$ cat src/design/wdm_pkg.sv
// Purpose: shared constants and types for the watchdog timer monitor
// Assumes: 125 MHz system clock, four clocks per machine cycle
// Notes: Summary of operation list below
// Summary of operation
// - free-running divider chain, selectable tap sets time-out
// - select 00/01/10/11 gives 2^17/2^20/2^23/2^26 clocks
// - time-out sets interrupt flag, control bit 3
// - reset enabled, no restart in 512 clocks: reset
// - reset lasts two machine cycles, sets cause bit 2
// - writing restart bit 0 clears count, self-clearing
// - interrupt needs flag, extended enable, global enable
// - flag cleared by software write or any reset
// - cause flag sticky; untouched while reset enable low
// - clearing reset enable bit 1 keeps divider counting
// - power reset disables; dog reset keeps enable, restarts
// - flag, enable, restart writes need timed access
// - flag still set each interval when both disabled
// - interrupt and reset paths enabled independently
// - interval select defaults to shortest time-out
package wdm_pkg;

  localparam int unsigned CLK_MHZ = 125;
  localparam int unsigned CLK_PER_MC = 4;
  localparam int unsigned RST_MC = 2;
  localparam int unsigned RST_CYCLES = RST_MC * CLK_PER_MC;
  localparam int unsigned GRACE_CYCLES = 512;

  // default tap exponents of the divider chain
  localparam int unsigned EXP_SEL0 = 17;
  localparam int unsigned EXP_SEL1 = 20;
  localparam int unsigned EXP_SEL2 = 23;
  localparam int unsigned EXP_SEL3 = 26;

  // byte addresses on the register bus
  localparam logic [3:0] ADDR_WDCTL = 4'h0;
  localparam logic [3:0] ADDR_CKCTL = 4'h4;
  localparam logic [3:0] ADDR_EIE = 4'h8;

  // field positions
  localparam int unsigned BIT_RESTART = 0;
  localparam int unsigned BIT_RST_EN = 1;
  localparam int unsigned BIT_CAUSE = 2;
  localparam int unsigned BIT_TOFLAG = 3;
  localparam int unsigned BIT_SEL_LO = 6;
  localparam int unsigned BIT_SEL_HI = 7;
  localparam int unsigned BIT_DOG_IE = 4;

  localparam logic [1:0] SEL_RESET = 2'h0;

  typedef struct packed {
    logic timeout_irq_flag;
    logic dog_reset_cause_flag;
    logic dog_reset_enable;
    logic dog_restart;
  } wdm_ctl_type;

  localparam wdm_ctl_type CTL_RESET = '{default: 1'b0};

  typedef enum logic [2:0] {
    ST_RUN = 3'h1,
    ST_GRACE = 3'h2,
    ST_RESET = 3'h4
  } wdm_state_type;

endpackage

$ cat src/design/wdm_divider.sv
// Purpose: free-running divider chain of the watchdog
// Assumes: synchronous clear has priority over counting
// Notes: wraps silently; taps are decoded by the caller
`timescale 1ns/100ps
module wdm_divider #(
  parameter int unsigned WIDTH = 26
) (
  input wire logic clk_i,
  input wire logic srst_i,
  input wire logic clear_i,
  output logic [WIDTH-1:0] count_o
);

  logic [WIDTH-1:0] count_ff;
  wire logic [WIDTH-1:0] nxt_count = clear_i ? '0 : count_ff + {{(WIDTH-1){1'b0}}, 1'b1};

  always_ff @(posedge clk_i) begin
    if (srst_i) begin
      count_ff <= '0;
    end else begin
      count_ff <= nxt_count;
    end
  end

  assign count_o = count_ff;

endmodule // wdm_divider

$ cat src/design/wdm_top.sv
// Purpose: watchdog timer monitor with Avalon-MM register slave
// Assumes: srst_i is the power-on / power-fail reset; core inputs share clk_i
// Notes: registers answer one cycle after the request is seen
`timescale 1ns/100ps
module wdm_top #(
  parameter int unsigned EXP0 = wdm_pkg::EXP_SEL0,
  parameter int unsigned EXP1 = wdm_pkg::EXP_SEL1,
  parameter int unsigned EXP2 = wdm_pkg::EXP_SEL2,
  parameter int unsigned EXP3 = wdm_pkg::EXP_SEL3
) (
  input wire logic clk_i,
  input wire logic srst_i,
  input wire logic [3:0] avs_address_i,
  input wire logic avs_read_i,
  input wire logic avs_write_i,
  input wire logic [31:0] avs_writedata_i,
  input wire logic [3:0] avs_byteenable_i,
  output logic [31:0] avs_readdata_o,
  output logic avs_waitrequest_o,
  input wire logic global_irq_enable_i,
  input wire logic ta_open_i,
  output logic irq_o,
  output logic dog_sys_rst_o
);

  localparam int unsigned CW = EXP3;

  // bus handshake
  logic ack_ff;
  logic [31:0] rdata_ff;
  wire logic req = avs_read_i | avs_write_i;
  wire logic wr_go = avs_write_i & ack_ff;
  wire logic lane0 = avs_byteenable_i[0];
  wire logic hit_wd = avs_address_i == wdm_pkg::ADDR_WDCTL;
  wire logic hit_ck = avs_address_i == wdm_pkg::ADDR_CKCTL;
  wire logic hit_ie = avs_address_i == wdm_pkg::ADDR_EIE;
  wire logic wr_wd = wr_go & lane0 & hit_wd;
  wire logic wr_ck = wr_go & lane0 & hit_ck;
  wire logic wr_ie = wr_go & lane0 & hit_ie;
  wire logic wr_prot = wr_wd & ta_open_i;
  wire logic [7:0] wb = avs_writedata_i[7:0];

  // registers
  wdm_pkg::wdm_ctl_type ctl_ff;
  logic [1:0] sel_ff;
  logic dog_ie_ff;
  wdm_pkg::wdm_state_type state_ff;
  logic [9:0] grace_ff;
  logic [3:0] rstcnt_ff;

  // divider and tap decode
  logic [CW-1:0] count;
  wire logic dog_rst_start;
  wire logic restart = ctl_ff.dog_restart | dog_rst_start;

  wdm_divider #(
    .WIDTH(CW)
  ) u_div (
    .clk_i(clk_i),
    .srst_i(srst_i),
    .clear_i(restart),
    .count_o(count)
  );

  wire logic [31:0] exp_sel = (sel_ff == 2'h0) ? EXP0 : (sel_ff == 2'h1) ? EXP1 :
                              (sel_ff == 2'h2) ? EXP2 : EXP3;
  wire logic [31:0] mask_w = (32'h1 << exp_sel) - 32'h1;
  wire logic [CW-1:0] tap_mask = mask_w[CW-1:0];
  wire logic timeout = ((count & tap_mask) == tap_mask) & ~restart;

  // grace window and reset pulse
  wire logic grace_end = (state_ff == wdm_pkg::ST_GRACE) && (grace_ff == 10'(wdm_pkg::GRACE_CYCLES - 1));
  assign dog_rst_start = grace_end & ctl_ff.dog_reset_enable;
  wire logic rst_end = (state_ff == wdm_pkg::ST_RESET) && (rstcnt_ff == 4'(wdm_pkg::RST_CYCLES - 1));

  wdm_pkg::wdm_state_type nxt_state;
  always_comb begin
    nxt_state = state_ff;
    case (state_ff)
      wdm_pkg::ST_RUN: begin
        if (timeout) begin
          nxt_state = wdm_pkg::ST_GRACE;
        end
      end
      wdm_pkg::ST_GRACE: begin
        if (ctl_ff.dog_restart) begin
          nxt_state = wdm_pkg::ST_RUN;
        end else if (dog_rst_start) begin
          nxt_state = wdm_pkg::ST_RESET;
        end else if (grace_end) begin
          nxt_state = wdm_pkg::ST_RUN;
        end
      end
      wdm_pkg::ST_RESET: begin
        if (rst_end) begin
          nxt_state = wdm_pkg::ST_RUN;
        end
      end
      default: begin
        nxt_state = wdm_pkg::ST_RUN;
      end
    endcase
  end

  wire logic [9:0] nxt_grace = (state_ff == wdm_pkg::ST_GRACE) ? grace_ff + 10'h1 : 10'h0;
  wire logic [3:0] nxt_rstcnt = (state_ff == wdm_pkg::ST_RESET) ? rstcnt_ff + 4'h1 : 4'h0;

  always_ff @(posedge clk_i) begin
    if (srst_i) begin
      state_ff <= wdm_pkg::ST_RUN;
      grace_ff <= 10'h0;
      rstcnt_ff <= 4'h0;
    end else begin
      state_ff <= nxt_state;
      grace_ff <= nxt_grace;
      rstcnt_ff <= nxt_rstcnt;
    end
  end

  assign dog_sys_rst_o = state_ff == wdm_pkg::ST_RESET;
  wire logic in_dog_rst = dog_sys_rst_o;

  // control register next values; hardware set wins over software clear
  wire logic nxt_flag = timeout | (~in_dog_rst & ~dog_rst_start &
                        (wr_prot ? wb[wdm_pkg::BIT_TOFLAG] : ctl_ff.timeout_irq_flag));
  wire logic nxt_cause = dog_rst_start | (wr_wd ? (wb[wdm_pkg::BIT_CAUSE] & ctl_ff.dog_reset_cause_flag)
                         : ctl_ff.dog_reset_cause_flag);
  wire logic nxt_rst_en = wr_prot ? wb[wdm_pkg::BIT_RST_EN] : ctl_ff.dog_reset_enable;
  wire logic nxt_restart = wr_prot & wb[wdm_pkg::BIT_RESTART];

  always_ff @(posedge clk_i) begin
    if (srst_i) begin
      ctl_ff <= wdm_pkg::CTL_RESET;
      sel_ff <= wdm_pkg::SEL_RESET;
      dog_ie_ff <= 1'b0;
    end else begin
      ctl_ff.timeout_irq_flag <= nxt_flag;
      ctl_ff.dog_reset_cause_flag <= nxt_cause;
      ctl_ff.dog_reset_enable <= nxt_rst_en;
      ctl_ff.dog_restart <= nxt_restart;
      if (wr_ck) begin
        sel_ff <= wb[wdm_pkg::BIT_SEL_HI:wdm_pkg::BIT_SEL_LO];
      end
      if (wr_ie) begin
        dog_ie_ff <= wb[wdm_pkg::BIT_DOG_IE];
      end
    end
  end

  assign irq_o = ctl_ff.timeout_irq_flag & dog_ie_ff & global_irq_enable_i;

  // read mux; unmapped addresses read zero
  wire logic [7:0] rd_wd = {4'h0, ctl_ff.timeout_irq_flag, ctl_ff.dog_reset_cause_flag,
                            ctl_ff.dog_reset_enable, ctl_ff.dog_restart};
  wire logic [7:0] rd_ck = {sel_ff, 6'h00};
  wire logic [7:0] rd_ie = {3'h0, dog_ie_ff, 4'h0};
  wire logic [7:0] rd_sel = hit_wd ? rd_wd : hit_ck ? rd_ck : hit_ie ? rd_ie : 8'h00;

  always_ff @(posedge clk_i) begin
    if (srst_i) begin
      ack_ff <= 1'b0;
      rdata_ff <= 32'h0000_0000;
    end else begin
      ack_ff <= req & ~ack_ff;
      if (avs_read_i & ~ack_ff) begin
        rdata_ff <= {24'h000000, rd_sel};
      end
    end
  end

  assign avs_waitrequest_o = req & ~ack_ff;
  assign avs_readdata_o = rdata_ff;

  // checks
  irq_gate_a: assert property (@(posedge clk_i) disable iff (srst_i)
    irq_o == (ctl_ff.timeout_irq_flag & dog_ie_ff & global_irq_enable_i))
    else $error("interrupt output not gated by flag and enables");
  flag_set_a: assert property (@(posedge clk_i) disable iff (srst_i)
    timeout |=> ctl_ff.timeout_irq_flag)
    else $error("time-out did not set flag");
  restart_self_a: assert property (@(posedge clk_i) disable iff (srst_i)
    ctl_ff.dog_restart |=> !ctl_ff.dog_restart && count == '0)
    else $error("restart bit did not clear or count not restarted");
  rst_width_a: assert property (@(posedge clk_i) disable iff (srst_i)
    $rose(dog_sys_rst_o) |-> dog_sys_rst_o [*8] ##1 !dog_sys_rst_o)
    else $error("watchdog reset not two machine cycles");
  cause_set_a: assert property (@(posedge clk_i) disable iff (srst_i)
    $rose(dog_sys_rst_o) |-> ctl_ff.dog_reset_cause_flag && ctl_ff.dog_reset_enable)
    else $error("cause flag or enable wrong at watchdog reset");
  no_rst_dis_a: assert property (@(posedge clk_i) disable iff (srst_i)
    !ctl_ff.dog_reset_enable |=> !$rose(dog_sys_rst_o))
    else $error("reset issued while reset disabled");
  cause_hold_a: assert property (@(posedge clk_i) disable iff (srst_i)
    !ctl_ff.dog_reset_enable && !wr_wd |=> $stable(ctl_ff.dog_reset_cause_flag))
    else $error("cause flag changed while reset disabled");
  ta_guard_a: assert property (@(posedge clk_i) disable iff (srst_i)
    wr_wd && !ta_open_i && !timeout |=> $stable(ctl_ff.dog_reset_enable) && !ctl_ff.dog_restart)
    else $error("protected write accepted without timed access");
  grace_len_a: assert property (@(posedge clk_i) disable iff (srst_i)
    $rose(dog_sys_rst_o) |-> $past(state_ff == wdm_pkg::ST_GRACE) && $past(grace_ff) == 10'h1FF)
    else $error("reset not 512 clocks after time-out");
  bus_wait_a: assert property (@(posedge clk_i) disable iff (srst_i)
    avs_waitrequest_o |=> !avs_waitrequest_o)
    else $error("wait request longer than one cycle");

endmodule // wdm_top

$ cat config.mk
export PLATFORM = sky130hd
export DESIGN_NAME = wdm_top
export DESIGN_NICKNAME = d
export VERILOG_FILES = /design/src/design/wdm_pkg.sv /design/src/design/wdm_divider.sv /design/src/design/wdm_top.sv
export SDC_FILE = /design/constraint.sdc
export NUM_CORES = 1
export LEC_CHECK = 0
export BUFFER_PORTS_ARGS = -buffer_cell sky130_fd_sc_hd__buf_2
export CORE_MARGIN = 4
export CORE_UTILIZATION = 52
export DETAILED_ROUTE_END_ITERATION = 10
export PLACE_DENSITY = 0.8
export SYNTH_ARGS = -nofsm -noshare
export SYNTH_HDL_FRONTEND = slang
export SYNTH_HIERARCHICAL = 1
export SYNTH_SLANG_ARGS = --single-unit
$ cat constraint.sdc
create_clock -name clk_i -period 2.3 [get_ports clk_i]
set_input_delay 0.115 -clock clk_i [delete_from_list [all_inputs] [get_ports clk_i]]
set_output_delay 0.115 -clock clk_i [all_outputs]
set_load 0.01 [all_outputs]
; ---- Yosys cells after proc, flatten, opt, wreduce, memory -nomap -nowiden
; Index checks and enable logic that the tools add are counted.
[word_totals]
register_bits = 59
latchBits = 0
ram_bits = 0
rom_bits = 0
word_cells = 78
mem_count = 0
[classes]
n_addsub = 4
multipliers = 0
div = 0
magnitude_cmp = 0
n_eq_ne = 13
shift = 1
n_mux = 14
bitwise_logic = 26
n_reduce_logical = 8
[ops]
columns = cell, count
row1 = $add A26 B1 Y26 const B, 1
row2 = $and A26 B26 Y26, 1
row3 = $eq A26 B26 Y1, 1
row4 = $shl A1 B5 Y26 const A, 1
row5 = $sub A26 B1 Y26 const B, 1
row6 = $and A1 B1 Y1, 16
row7 = $mux W8, 2
row8 = $mux W3, 5
row9 = $mux W4, 3
row10 = $add A10 B1 Y10 const B, 1
row11 = $eq A10 B9 Y1 const B, 1
row12 = $pmux W3 S3, 1
row13 = $eq A4 B3 Y1 const B, 2
row14 = $reduce_or A2 Y1, 3
row15 = $mux W5, 1
row16 = $not A1 Y1, 5
row17 = $add A4 B1 Y4 const B, 1
row18 = $eq A4 B4 Y1 const B, 1
row19 = $logic_not A4 Y1, 1
row20 = $ne A2 B2 Y1 const B, 2
row21 = $ne A4 B4 Y1 const B, 1
row22 = $or A1 B1 Y1, 4
row23 = $eq A3 B1 Y1 const B, 1
row24 = $eq A3 B2 Y1 const B, 1
row25 = other kinds (7), 9

; ---- Longest topological paths before layout
; Gate-level depths: netlist of run 1.
[logic_depth]
ltp_word = 11
mapped_depth = 9

; ---- Cells and area by module
; The synthesis of run 1 kept the hierarchy.
[modules_own_cells]
columns = module, n_inst, cells_per_inst, area_each_um2
row1 = wdm_top, 1, 205, 1734.2
row2 = wdm_divider, 1, 134, 1182.4

; ---- Least setup slack after synthesis of run 1
; OpenSTA, ideal clock, no wires.
[synth_timing]
path_kind = reg-to-reg
from = register grace_ff[0]
to = register u_div.count_ff[10] (netlist: u_div/count_o[10])
arrival_time_ps = 1873
slack_ps = 299
path_stages_with_launch = 10
n_path_buf = 2
cell_sequence = dfxtp_1 -> ha_1 -> nand3_1 -> nor4_2 -> nand4_1 -> nand2b_1 -> or2_2 -> clkbuf_1 -> clkbuf_1 -> nor2_1
[synth_via]
elab_chain_len = 5
[synth_lines]
columns = element, line
row1 = start: declaration, wdm_top.sv:48  ; logic [9:0] grace_ff;
row2 = start signal: assignment, wdm_top.sv:115  ; grace_ff <= nxt_grace;
row3 = $eq A10 B9 Y1, wdm_top.sv:72  ; wire logic grace_end = (state_ff == wdm_pkg::ST_GRACE) && (grace_ff == 10'(wdm_pkg::GRACE_CYCLES - 1));
row4 = $logic_and A1 B1 Y1, wdm_top.sv:72
row5 = $and A1 B1 Y1, wdm_top.sv:73  ; assign dog_rst_start = grace_end & ctl_ff.dog_reset_enable;
row6 = $or A1 B1 Y1, wdm_top.sv:54  ; wire logic restart = ctl_ff.dog_restart | dog_rst_start;
row7 = named net restart, wdm_top.sv:54
row8 = $reduce_or A2 Y1 (no line), --
row9 = end signal: assignment, wdm_divider.sv:21  ; count_ff <= nxt_count;
row10 = end: declaration, wdm_divider.sv:14  ; logic [WIDTH-1:0] count_ff;
; The timed path passes the listed nets, and every way through them passes these cells.
; A chain may end at the register's enable or synchronous reset.

; ---- Worst setup path in the final report of run 1
[layout_timing]
from = register u_div.count_ff[0] (netlist: u_div/count_o[0])
to = register u_div.count_ff[24] (netlist: u_div/count_o[24])
[layout_via]
elab_chain_len = 1
[layout_lines]
columns = element, line
row1 = $add A26 B1 Y26, wdm_divider.sv:15  ; wire logic [WIDTH-1:0] nxt_count = clear_i ? '0 : count_ff + {{(WIDTH-1){1'b0}}, 1'b1};
; Every way passes these cells.

==> results.json, run 1 <==
{
  "power.switching_mw": 0.4473,
  "yosysWarnings": 6,
  "grtUsageTotal": 0.1606,
  "hold_viol": 0,
  "async_flop_share": 0,
  "antennaDiodeCount": 0,
  "clock-sinks": 58,
  "routabilityCongestion": 0.8684,
  "start_kind": "flop",
  "wl_per_cell_um": 12.16,
  "finalSetupTns_ps": 0,
  "synth_ff_type": "dfxtp_1",
  "syn_to_final_growth_pct": 11.50,
  "syn_area_um2": 2917,
  "relSlewSlack": 0.6597,
  "synth.distinct_cells": 49,
  "syn_inst": 339,
  "internal_power_mw": 1.752,
  "hold_path_class": "input pin to flop",
  "drv_cap": 0,
  "crit_type": "flop to flop",
  "worst_slack_ps": 221.6,
  "grt_max_degree": 25,
  "r2r-start": "u_div/count_o[0]",
  "chipHeight_um": 82.89,
  "die_w_um": 82.89,
  "clock.fmax_mhz": 481.1,
  "skew_ps": 6.062,
  "initial_core_util": 0.5329,
  "worst_slew_pin_slew_ps": 503.4,
  "arrival_ps": 2340,
  "syn_avg_cell_area_um2": 8.603,
  "setup_viol_count_final": 0,
  "p_per_area_nw_per_um2": 676.4,
  "cts-buffers-inserted": 9,
  "avgViaCountPerCell": 5.310,
  "nNetsFinal": 422,
  "cts_root_buf": "clkbuf_8",
  "final_max_slew_viol_count": 0,
  "via_count": 2363,
  "htreeDepth": 3,
  "cts_buffer_depth": 2,
  "grt_pass1_vias": 2119,
  "rows": 27,
  "io_buffers": 27,
  "drive_above_1_share": 0.1582,
  "finalPower_mw": 2.200,
  "synth_enable_flop_cells": 0,
  "swShare": 0.2033,
  "outcome": "completed",
  "dpl.hpwl_mm": 3.885,
  "leakage_nw": 1.238,
  "antenna_found_initial": 0,
  "clkTransAtPathRegs_ps": 60,
  "fin_crit_ps": 2078,
  "num_io_pins": 81,
  "die_area_um2": 6871,
  "vdd.ir_drop.worst_uv": 464.4,
  "grt.overflow.total": 0,
  "ys_seq_elements": 58,
  "detail_route.iter0.violations": 83,
  "pwr-share-comb": 0.036,
  "rsz0062_at_grt": "no",
  "dp_slack_ps": 139.7,
  "coreArea_um2": 5473,
  "final.period_utilization": 0.9037,
  "p_seq_frac": 0.462,
  "ant_nets": 0,
  "routed_wl_mm": 5.413,
  "clkLatencyLatePin_ps": 340,
  "cp-end-kind": "flop",
  "worst_ep_required_time_ps": 2560,
  "cts_tree": "built",
  "clkPwrFrac": 0.502,
  "grt_pass1_wl_mm": 9.301,
  "drc": 0,
  "timing.reg2reg.setup_slack_ps": 220,
  "seq_area_frac_synth": 0.3981,
  "dr.pass1.iters": 4,
  "worstSetupStartpoint": "u_div/count_o[0]",
  "crit_end": "u_div/count_o[24]",
  "r2r_cells": 5,
  "r2r-end": "u_div/count_o[24]",
  "critical_path.max_fanout": 9
}
## logic make-up (layout without fill, tap and decap cells)
logic type	Yosys count	in the layout	synth area share
AND/OR/NAND/NOR	155	155	0.2934
multiplexers	2	2	0.006864
flip-flops	58	58	0.3981
XOR/XNOR	23	23	0.06907
other	1	25	0.001286
AO/OA/AOI/OAI	46	46	0.09954
adder cells (fa/ha/maj)	8	8	0.03432
buffers and inverters	46	56	0.09738
## layout by cell type (no fill, tap or decap), drive strengths merged, types with 3 or more instances in the layout
master / Yosys / final
nand2b: 4 / 4
or4: 10 / 10
nand3: 27 / 27
nor2: 42 / 42
o31ai: 7 / 7
o21ai: 6 / 6
and4: 3 / 3
nor4b: 3 / 3
a21oi: 24 / 24
and2: 4 / 4
inv: 9 / 9
or3: 7 / 7
buf: 29 / 30
clkbuf: 8 / 11
dfxtp: 58 / 58
conb: 1 / 25
bufinv: 0 / 3
xor2: 13 / 13
nand2: 24 / 24
xnor2: 10 / 10
nor4: 3 / 3
and3: 5 / 5
nand4: 10 / 10
ha: 8 / 8
nor3: 3 / 3
## per-stage QoR
| stage | cell area [um^2] | instances | hold slack, ps | utilization |
|---|---|---|---|---|
| 2_1_floorplan | 3007 | 363 | 250.6 | - |
| 3_3_place_gp | 3004 | 428 | 340.0 | 0.5489 |
| 4_1_cts | 3248 | 445 | 5.595 | 0.5935 |
| 3_5_place_dp | 3004 | 428 | 350.2 | 0.5489 |
| 6_report | 3252 | 445 | 13.94 | 0.5942 |
| 5_1_grt | 3252 | 445 | 10.93 | 0.5942 |
## routing by layer
metal | part of all wire | routed length, um | global-route usage | vias to the layer above
li1 | - | - | - | 1198
met1 | 0.45 | 2445 | 0.1941 | 1110
met2 | 0.48 | 2623 | 0.2653 | 48
met3 | 0.052 | 281 | 0.05952 | 7
met4 | 0.012 | 63 | 0.04903 | 0
met5 | 0 | 0 | 0 | -
## state kept, by name (all words and copies together), names as in the netlist
name            cells
rstcnt_ff           4
grace_ff           10
ctl_ff              4
avs_readdata_o      7
dog_ie_ff           1
u_div/count_o      26
sel_ff              2
ack_ff              1
state_ff            3
## final cells by class
type / instances / area [um^2]
flip-flops and latches: 58 / 1161
clock inverters: 5 / 102.6
fillers: 488 / 2221
multi-input cells: 259 / 1565
well taps: 72 / 90.09
clock buffers: 11 / 131.4
inverters: 9 / 33.78
repair buffers: 31 / 167.7
## cell usage after synthesis (6+ instances only)
cell | count | area share
inv_1 | 9 | 0.012
or4_1 | 10 | 0.026
nand3_1 | 26 | 0.045
o31ai_1 | 7 | 0.018
nor2_1 | 42 | 0.054
buf_4 | 25 | 0.064
clkbuf_1 | 8 | 0.010
a21oi_1 | 24 | 0.041
ha_1 | 8 | 0.034
xor2_1 | 13 | 0.039
nand2_1 | 24 | 0.031
xnor2_1 | 10 | 0.030
o21ai_0 | 6 | 0.010
dfxtp_1 | 58 | 0.40
nand4_1 | 9 | 0.019
## critical path, cell delays in order (launching register included)
cell	delay, ps
dfxtp_1	370
ha_1	240
nand4_1	150
or4_4	570
or4_1	510
a21oi_1	150
## repair_timing
action / CTS / global route
hold endpoints to repair: 1 / 0
endpoints found under the setup margin: 0 / 1
setup buffers: 0 / 0
hold buffers: 1 / 0
resized for setup: 0 / 1
## power by group through the flow
stage               sequential [mW]  combinational, mW  clock (mW)
global placement               1.04             0.0754           0
global route                   1.02             0.0881        1.18
floorplan                      1.04             0.0849           0
CTS                            1.02             0.0782        1.13
detailed placement             1.04             0.0767           0
finish                         1.02             0.0792        1.10
## worst min-delay path by stage
stage                     slack [ps]   endpoint               start  cells after the start
final                             10  ctl_ff[1]  avs_writedata_i[1]                      3
after global placement           340  sel_ff[0]  avs_writedata_i[6]                      3
after floorplan                  250  ctl_ff[0]           ta_open_i                      2
after global routing              10  sel_ff[1]  avs_writedata_i[7]                      3
after detailed placement         350  sel_ff[0]  avs_writedata_i[6]                      3
after CTS                          6  ctl_ff[1]  avs_writedata_i[1]                      3
No activity file was read; power rests on OpenSTA's default activity.
==> run 2: changes to the inputs <==
- SYNTH_HIERARCHICAL: 1 -> not set
==> results.json, run 2 <==
{
  "yosysWarnings": 0,
  "grtUsageTotal": 0.1706,
  "die_area_um2": 6628,
  "yosys.area.top_type": "dfxtp_1",
  "finalSetupTns_ps": 0,
  "routed_wl_mm": 5.110,
  "synth_ff_type": "dfxtp_1",
  "p_per_area_nw_per_um2": 618.3,
  "via_count": 2192,
  "cp-end-kind": "flop",
  "fin_crit_ps": 2026,
  "syn_avg_cell_area_um2": 8.597,
  "cts-buffers-inserted": 9,
  "yosysMostFrequentCell": "dfxtp_1",
  "syn_to_final_growth_pct": 9.286,
  "crit_type": "flop to flop",
  "critical_path.max_fanout": 7,
  "worst_ep_required_time_ps": 2520,
  "hold_viol": 0,
  "final.period_utilization": 0.8810,
  "die_w_um": 81.42,
  "dp.cells": 414,
  "largest_reg_flops": 26,
  "design_area_um2": 3063,
  "drc": 0,
  "initial_core_util": 0.5418,
  "routabilityCongestion": 0.7391,
  "ant_nets": 0,
  "antennaDiodeCount": 0,
  "num_io_pins": 81,
  "clkLatencyLatePin_ps": 330,
  "grt_pass1_wl_mm": 8.673,
  "grt_max_degree": 26,
  "drive_above_1_share": 0.1500,
  "detail_route.iter0.violations": 142,
  "worst_slew_pin_slew_ps": 567.8,
  "cts_resized": 0,
  "drv_cap": 0,
  "arrival_ps": 2250,
  "clock.fmax_mhz": 493.5,
  "syn_inst": 326,
  "setup_viol_count_final": 0,
  "outcome": "completed",
  "cts_setup_buffers": 0,
  "htreeDepth": 3,
  "start_kind": "flop",
  "relSlewSlack": 0.6186,
  "placed_cell_area_um2": 2893,
  "ctsHoldBuffers": 0,
  "mostFrequentLayoutCells": "dfxtp_1 (58), nor2_1 (48), buf_2 (27), conb_1 (25), nand3_1 (23)",
  "grt.overflow.total": 0,
  "final_common_cell": "dfxtp_1",
  "avgViaCountPerCell": 5.098,
  "cts_buffer_depth": 2,
  "stdcell_count": 430,
  "coreArea_um2": 5172,
  "synth.distinct_cells": 39,
  "hold_slack_ps": 18.58,
  "clkTransAtPathRegs_ps": 70,
  "cts_tree": "built",
  "ys_seq_elements": 58,
  "grt_pass1_vias": 2075,
  "wl_per_cell_um": 11.88,
  "chipHeight_um": 81.42,
  "ys_top_cells_by_count": "dfxtp_1 (58), nor2_1 (48), buf_4 (26)",
  "dpl.hpwl_mm": 3.753,
  "rows": 26,
  "leakage_nw": 1.169,
  "synth_top_area_share": 0.4143,
  "cts_root_buf": "clkbuf_8",
  "syn_area_um2": 2803,
  "skew_ps": 9.588,
  "final_max_slew_viol_count": 0,
  "yosys-top-cells-area": "dfxtp_1 (41%), buf_4 (7.0%), xnor2_1 (6.6%)",
  "nNetsFinal": 409,
  "async_flop_share": 0,
  "hold_path_class": "input pin to flop",
  "rsz0062_at_grt": "no",
  "antenna_found_initial": 0,
  "vdd.ir_drop.worst_uv": 434.9,
  "seq_area_frac_synth": 0.4143,
  "io_buffers": 27,
  "synth_enable_flop_cells": 0,
  "dr.pass1.iters": 5,
  "clock-sinks": 58
}
run 2: changes by cell type after synthesis, moves of 4 or more:
| cell | delta |
|---|---|
| nor3b_1 | +4 |
| a21oi_1 | -11 |
| o31ai_1 | -7 |
| nor2_1 | +6 |
| nor4_1 | +6 |
| or4_1 | -9 |
| and3_1 | +6 |
| nor3_1 | +5 |
| xnor2_1 | +11 |
| nand2_1 | -5 |
run 2: area by class of cell:
| cell class | count | area [um^2] |
|---|---|---|
| inverter | 11 | 41.29 |
| clock buffer | 10 | 137.6 |
| multi-input combinational | 246 | 1453 |
| clock inverter | 6 | 32.53 |
| tap | 70 | 87.58 |
| fill | 451 | 2110 |
| timing repair buffer | 29 | 150.1 |
| sequential | 58 | 1161 |
run 2: logic make-up after synthesis:
| family | after synthesis | synth area share |
|---|---|---|
| other | 1 | 0.001338 |
| DFF | 58 | 0.4143 |
| AOI/OAI and AO/OA | 25 | 0.05179 |
| muxes | 4 | 0.01429 |
| buffers and inverters | 46 | 0.09955 |
| and+or+nand+nor | 149 | 0.2737 |
| xor gates and xnor gates | 35 | 0.1094 |
| adders and majority gates | 8 | 0.03572 |
run 2: power breakdown:
group | internal, mW | switching [mW] | leakage (nW)
Clock | 0.409 | 0.389 | 0.0916
Combinational | 0.0242 | 0.0543 | 0.610
Sequential | 1.01 | 0.00645 | 0.468
run 2: worst paths after layout:
path	start	to	slack (ps)	cells after the start
max	u_div.count_o[8]	u_div.count_o[22]	270	5
min	avs_writedata_i[1]	ctl_ff[1]	20	3
max reg2reg	u_div.count_o[8]	u_div.count_o[22]	270	5
min reg2reg	rstcnt_ff[0]	rstcnt_ff[0]	450	1
run 2: critical path, stage by stage (launching register included):
cell,delay [ps]
dfxtp_1,420
nand4_2,170
or4_4,590
or4_4,530
xor2_1,170
nor2_2,40
run 2: layer usage:
layer  vias up  part of all wire  track usage
met5         -                 0            0
met4         0             0.021       0.1081
met3         9             0.049      0.03947
met2        49              0.49       0.2891
met1      1017              0.45       0.1923
li1       1117                 -            -
run 2: stage by stage:
| step | total power, mW | worst slack, ps | utilization |
|---|---|---|---|
| CTS | 1.919 | 270.2 | 0.5922 |
| global route | 1.975 | 60.78 | 0.5922 |
| finish | 1.894 | 273.7 | 0.5922 |
| global placement | 1.114 | 292.4 | 0.5593 |
| detailed placement | 1.117 | 274.2 | 0.5593 |
| floorplan | 1.121 | 296.7 | - |
==> run 3: changes to the inputs <==
==> constraint.sdc (replaced) <==
create_clock -name clk_i -period 2.3 [get_ports clk_i]
set_input_delay 0.23 -clock clk_i [delete_from_list [all_inputs] [get_ports clk_i]]
set_output_delay 0.23 -clock clk_i [all_outputs]
set_load 0.01 [all_outputs]
==> results.json, run 3 (synthesis results as in run 2) <==
{
  "outcome": "completed",
  "htreeDepth": 3,
  "routabilityCongestion": 0.7673,
  "placed_cell_area_um2": 2893,
  "chipHeight_um": 81.42,
  "drive_above_1_share": 0.1500,
  "grtUsageMet1": 0.1842,
  "r2r-end": "u_div.count_o[22]",
  "hp-start": "avs_writedata_i[7]",
  "grtUsageTotal": 0.1677,
  "start_kind": "flop",
  "busiest_layer": "met2",
  "clock-sinks": 58,
  "hold_path_class": "input pin to flop",
  "cts-buffers-inserted": 9,
  "stdcell_count": 430,
  "die_w_um": 81.42,
  "syn_to_final_growth_pct": 10.98,
  "drc": 0,
  "critical_path.max_fanout": 7,
  "final_common_cell": "dfxtp_1",
  "r2r-start": "u_div.count_o[8]",
  "fillers": 466,
  "dr.pass1.iters": 4,
  "ant_nets": 0,
  "wl_per_cell_um": 11.76,
  "p_per_area_nw_per_um2": 677.8,
  "rsz0062_at_grt": "no",
  "largest_reg_flops": 26,
  "rows": 26,
  "crit_type": "flop to flop",
  "r2r_cells": 5,
  "use_met2": 0.2875,
  "grt_max_degree": 26,
  "coreArea_um2": 5172,
  "grt_pass1_wl_mm": 8.597,
  "fin_crit_ps": 2039,
  "ctsHoldBuffers": 0,
  "skew_ps": 7.669,
  "routed_wl_mm": 5.058,
  "mostFrequentLayoutCells": "dfxtp_1 (58), nor2_1 (48), buf_2 (27), conb_1 (25), nand3_1 (23)",
  "dp.cells": 414,
  "nNetsFinal": 409,
  "clkTransAtPathRegs_ps": 60,
  "vdd.ir_drop.worst_uv": 570.1,
  "die_area_um2": 6628,
  "hold_path_end": "sel_ff[1]",
  "hold_viol": 0,
  "timing.reg2reg.setup_slack_ps": 260,
  "clkLatencyLatePin_ps": 330,
  "final_max_slew_viol_count": 0,
  "cp-end-kind": "flop",
  "avgViaCountPerCell": 5.051,
  "worst_ep_required_time_ps": 2520,
  "io_buffers": 27,
  "grt.overflow.total": 0,
  "grt_pass1_vias": 2046,
  "design_area_um2": 3110,
  "initial_core_util": 0.5418,
  "relSlewSlack": 0.6674,
  "leakage_nw": 1.194,
  "cts_tree": "built",
  "setup_viol_count_final": 0,
  "antennaDiodeCount": 0,
  "via_count": 2172,
  "hold_depth": 3,
  "cts_buffer_depth": 2,
  "clock.fmax_mhz": 490.3,
  "drv_cap": 0,
  "num_io_pins": 81,
  "cts_setup_buffers": 0,
  "dpl.hpwl_mm": 3.673,
  "grt_util_met3": 0.05921,
  "finalSetupTns_ps": 0,
  "antenna_found_initial": 0,
  "arrival_ps": 2260,
  "cts_resized": 0,
  "worst_slew_pin_slew_ps": 492.0,
  "cts_root_buf": "clkbuf_8",
  "detail_route.iter0.violations": 100,
  "final.period_utilization": 0.8867
}
## run 3: changes by cell type in the layout (fill, tap and decap cells not counted), sizes merged
cell | previous run | this run
bufinv | 0 | 2
clkinv | 5 | 4
clkinvlp | 1 | 0
## run 3: layout make-up
cell class,instances,area [um^2],share of cell area
clock inverters,6,80.08,0.02574
repair buffers,29,150.1,0.04827
inverters,11,41.29,0.01327
clock buffers,10,137.6,0.04425
flip-flops and latches,58,1161,0.3733
multi-input cells,246,1453,0.4670
well taps,70,87.58,0.02816
## run 3: where the power goes
group / switching [mW] / internal, mW / total [mW]
Combinational: 0.0536 / 0.0243 / 0.0779
Sequential: 0.00607 / 1.01 / 1.02
Clock: 0.383 / 0.631 / 1.01
## run 3: how the worst max path moves through the flow
| stage | startpoint | endpoint | cells past startpoint |
|---|---|---|---|
| global placement | u_div.count_o[8] | u_div.count_o[22] | 5 |
| global route | grace_ff[0] | u_div.count_o[11] | 7 |
| floorplan | u_div.count_o[8] | u_div.count_o[22] | 6 |
| CTS | u_div.count_o[8] | u_div.count_o[22] | 5 |
| detailed placement | u_div.count_o[8] | u_div.count_o[22] | 5 |
| finish | u_div.count_o[8] | u_div.count_o[22] | 5 |
## run 3: critical path, stage by stage, from the launching register on
cell     delay, ps
dfxtp_1        430
nand4_2        170
or4_4          590
or4_4          530
xor2_1         170
nor2_2          40
## run 3: per-stage QoR
step	util	power (mW)	hold WS, ps	worst slack, ps
floorplan	-	1.121	365.6	296.7
global placement	0.5593	1.115	431.6	288.1
detailed placement	0.5593	1.115	442.7	259.8
CTS	0.6014	2.134	133.0	247.0
global route	0.6014	2.193	143.8	153.9
finish	0.6014	2.108	146.5	260.6
## run 3: layer usage
layer / part of all wire / up-vias / wire length [um]
met4: 0.022 / 0 / 112
li1: - / 1118 / -
met2: 0.48 / 58 / 2439
met5: 0 / - / 0
met3: 0.065 / 13 / 327
met1: 0.43 / 983 / 2179
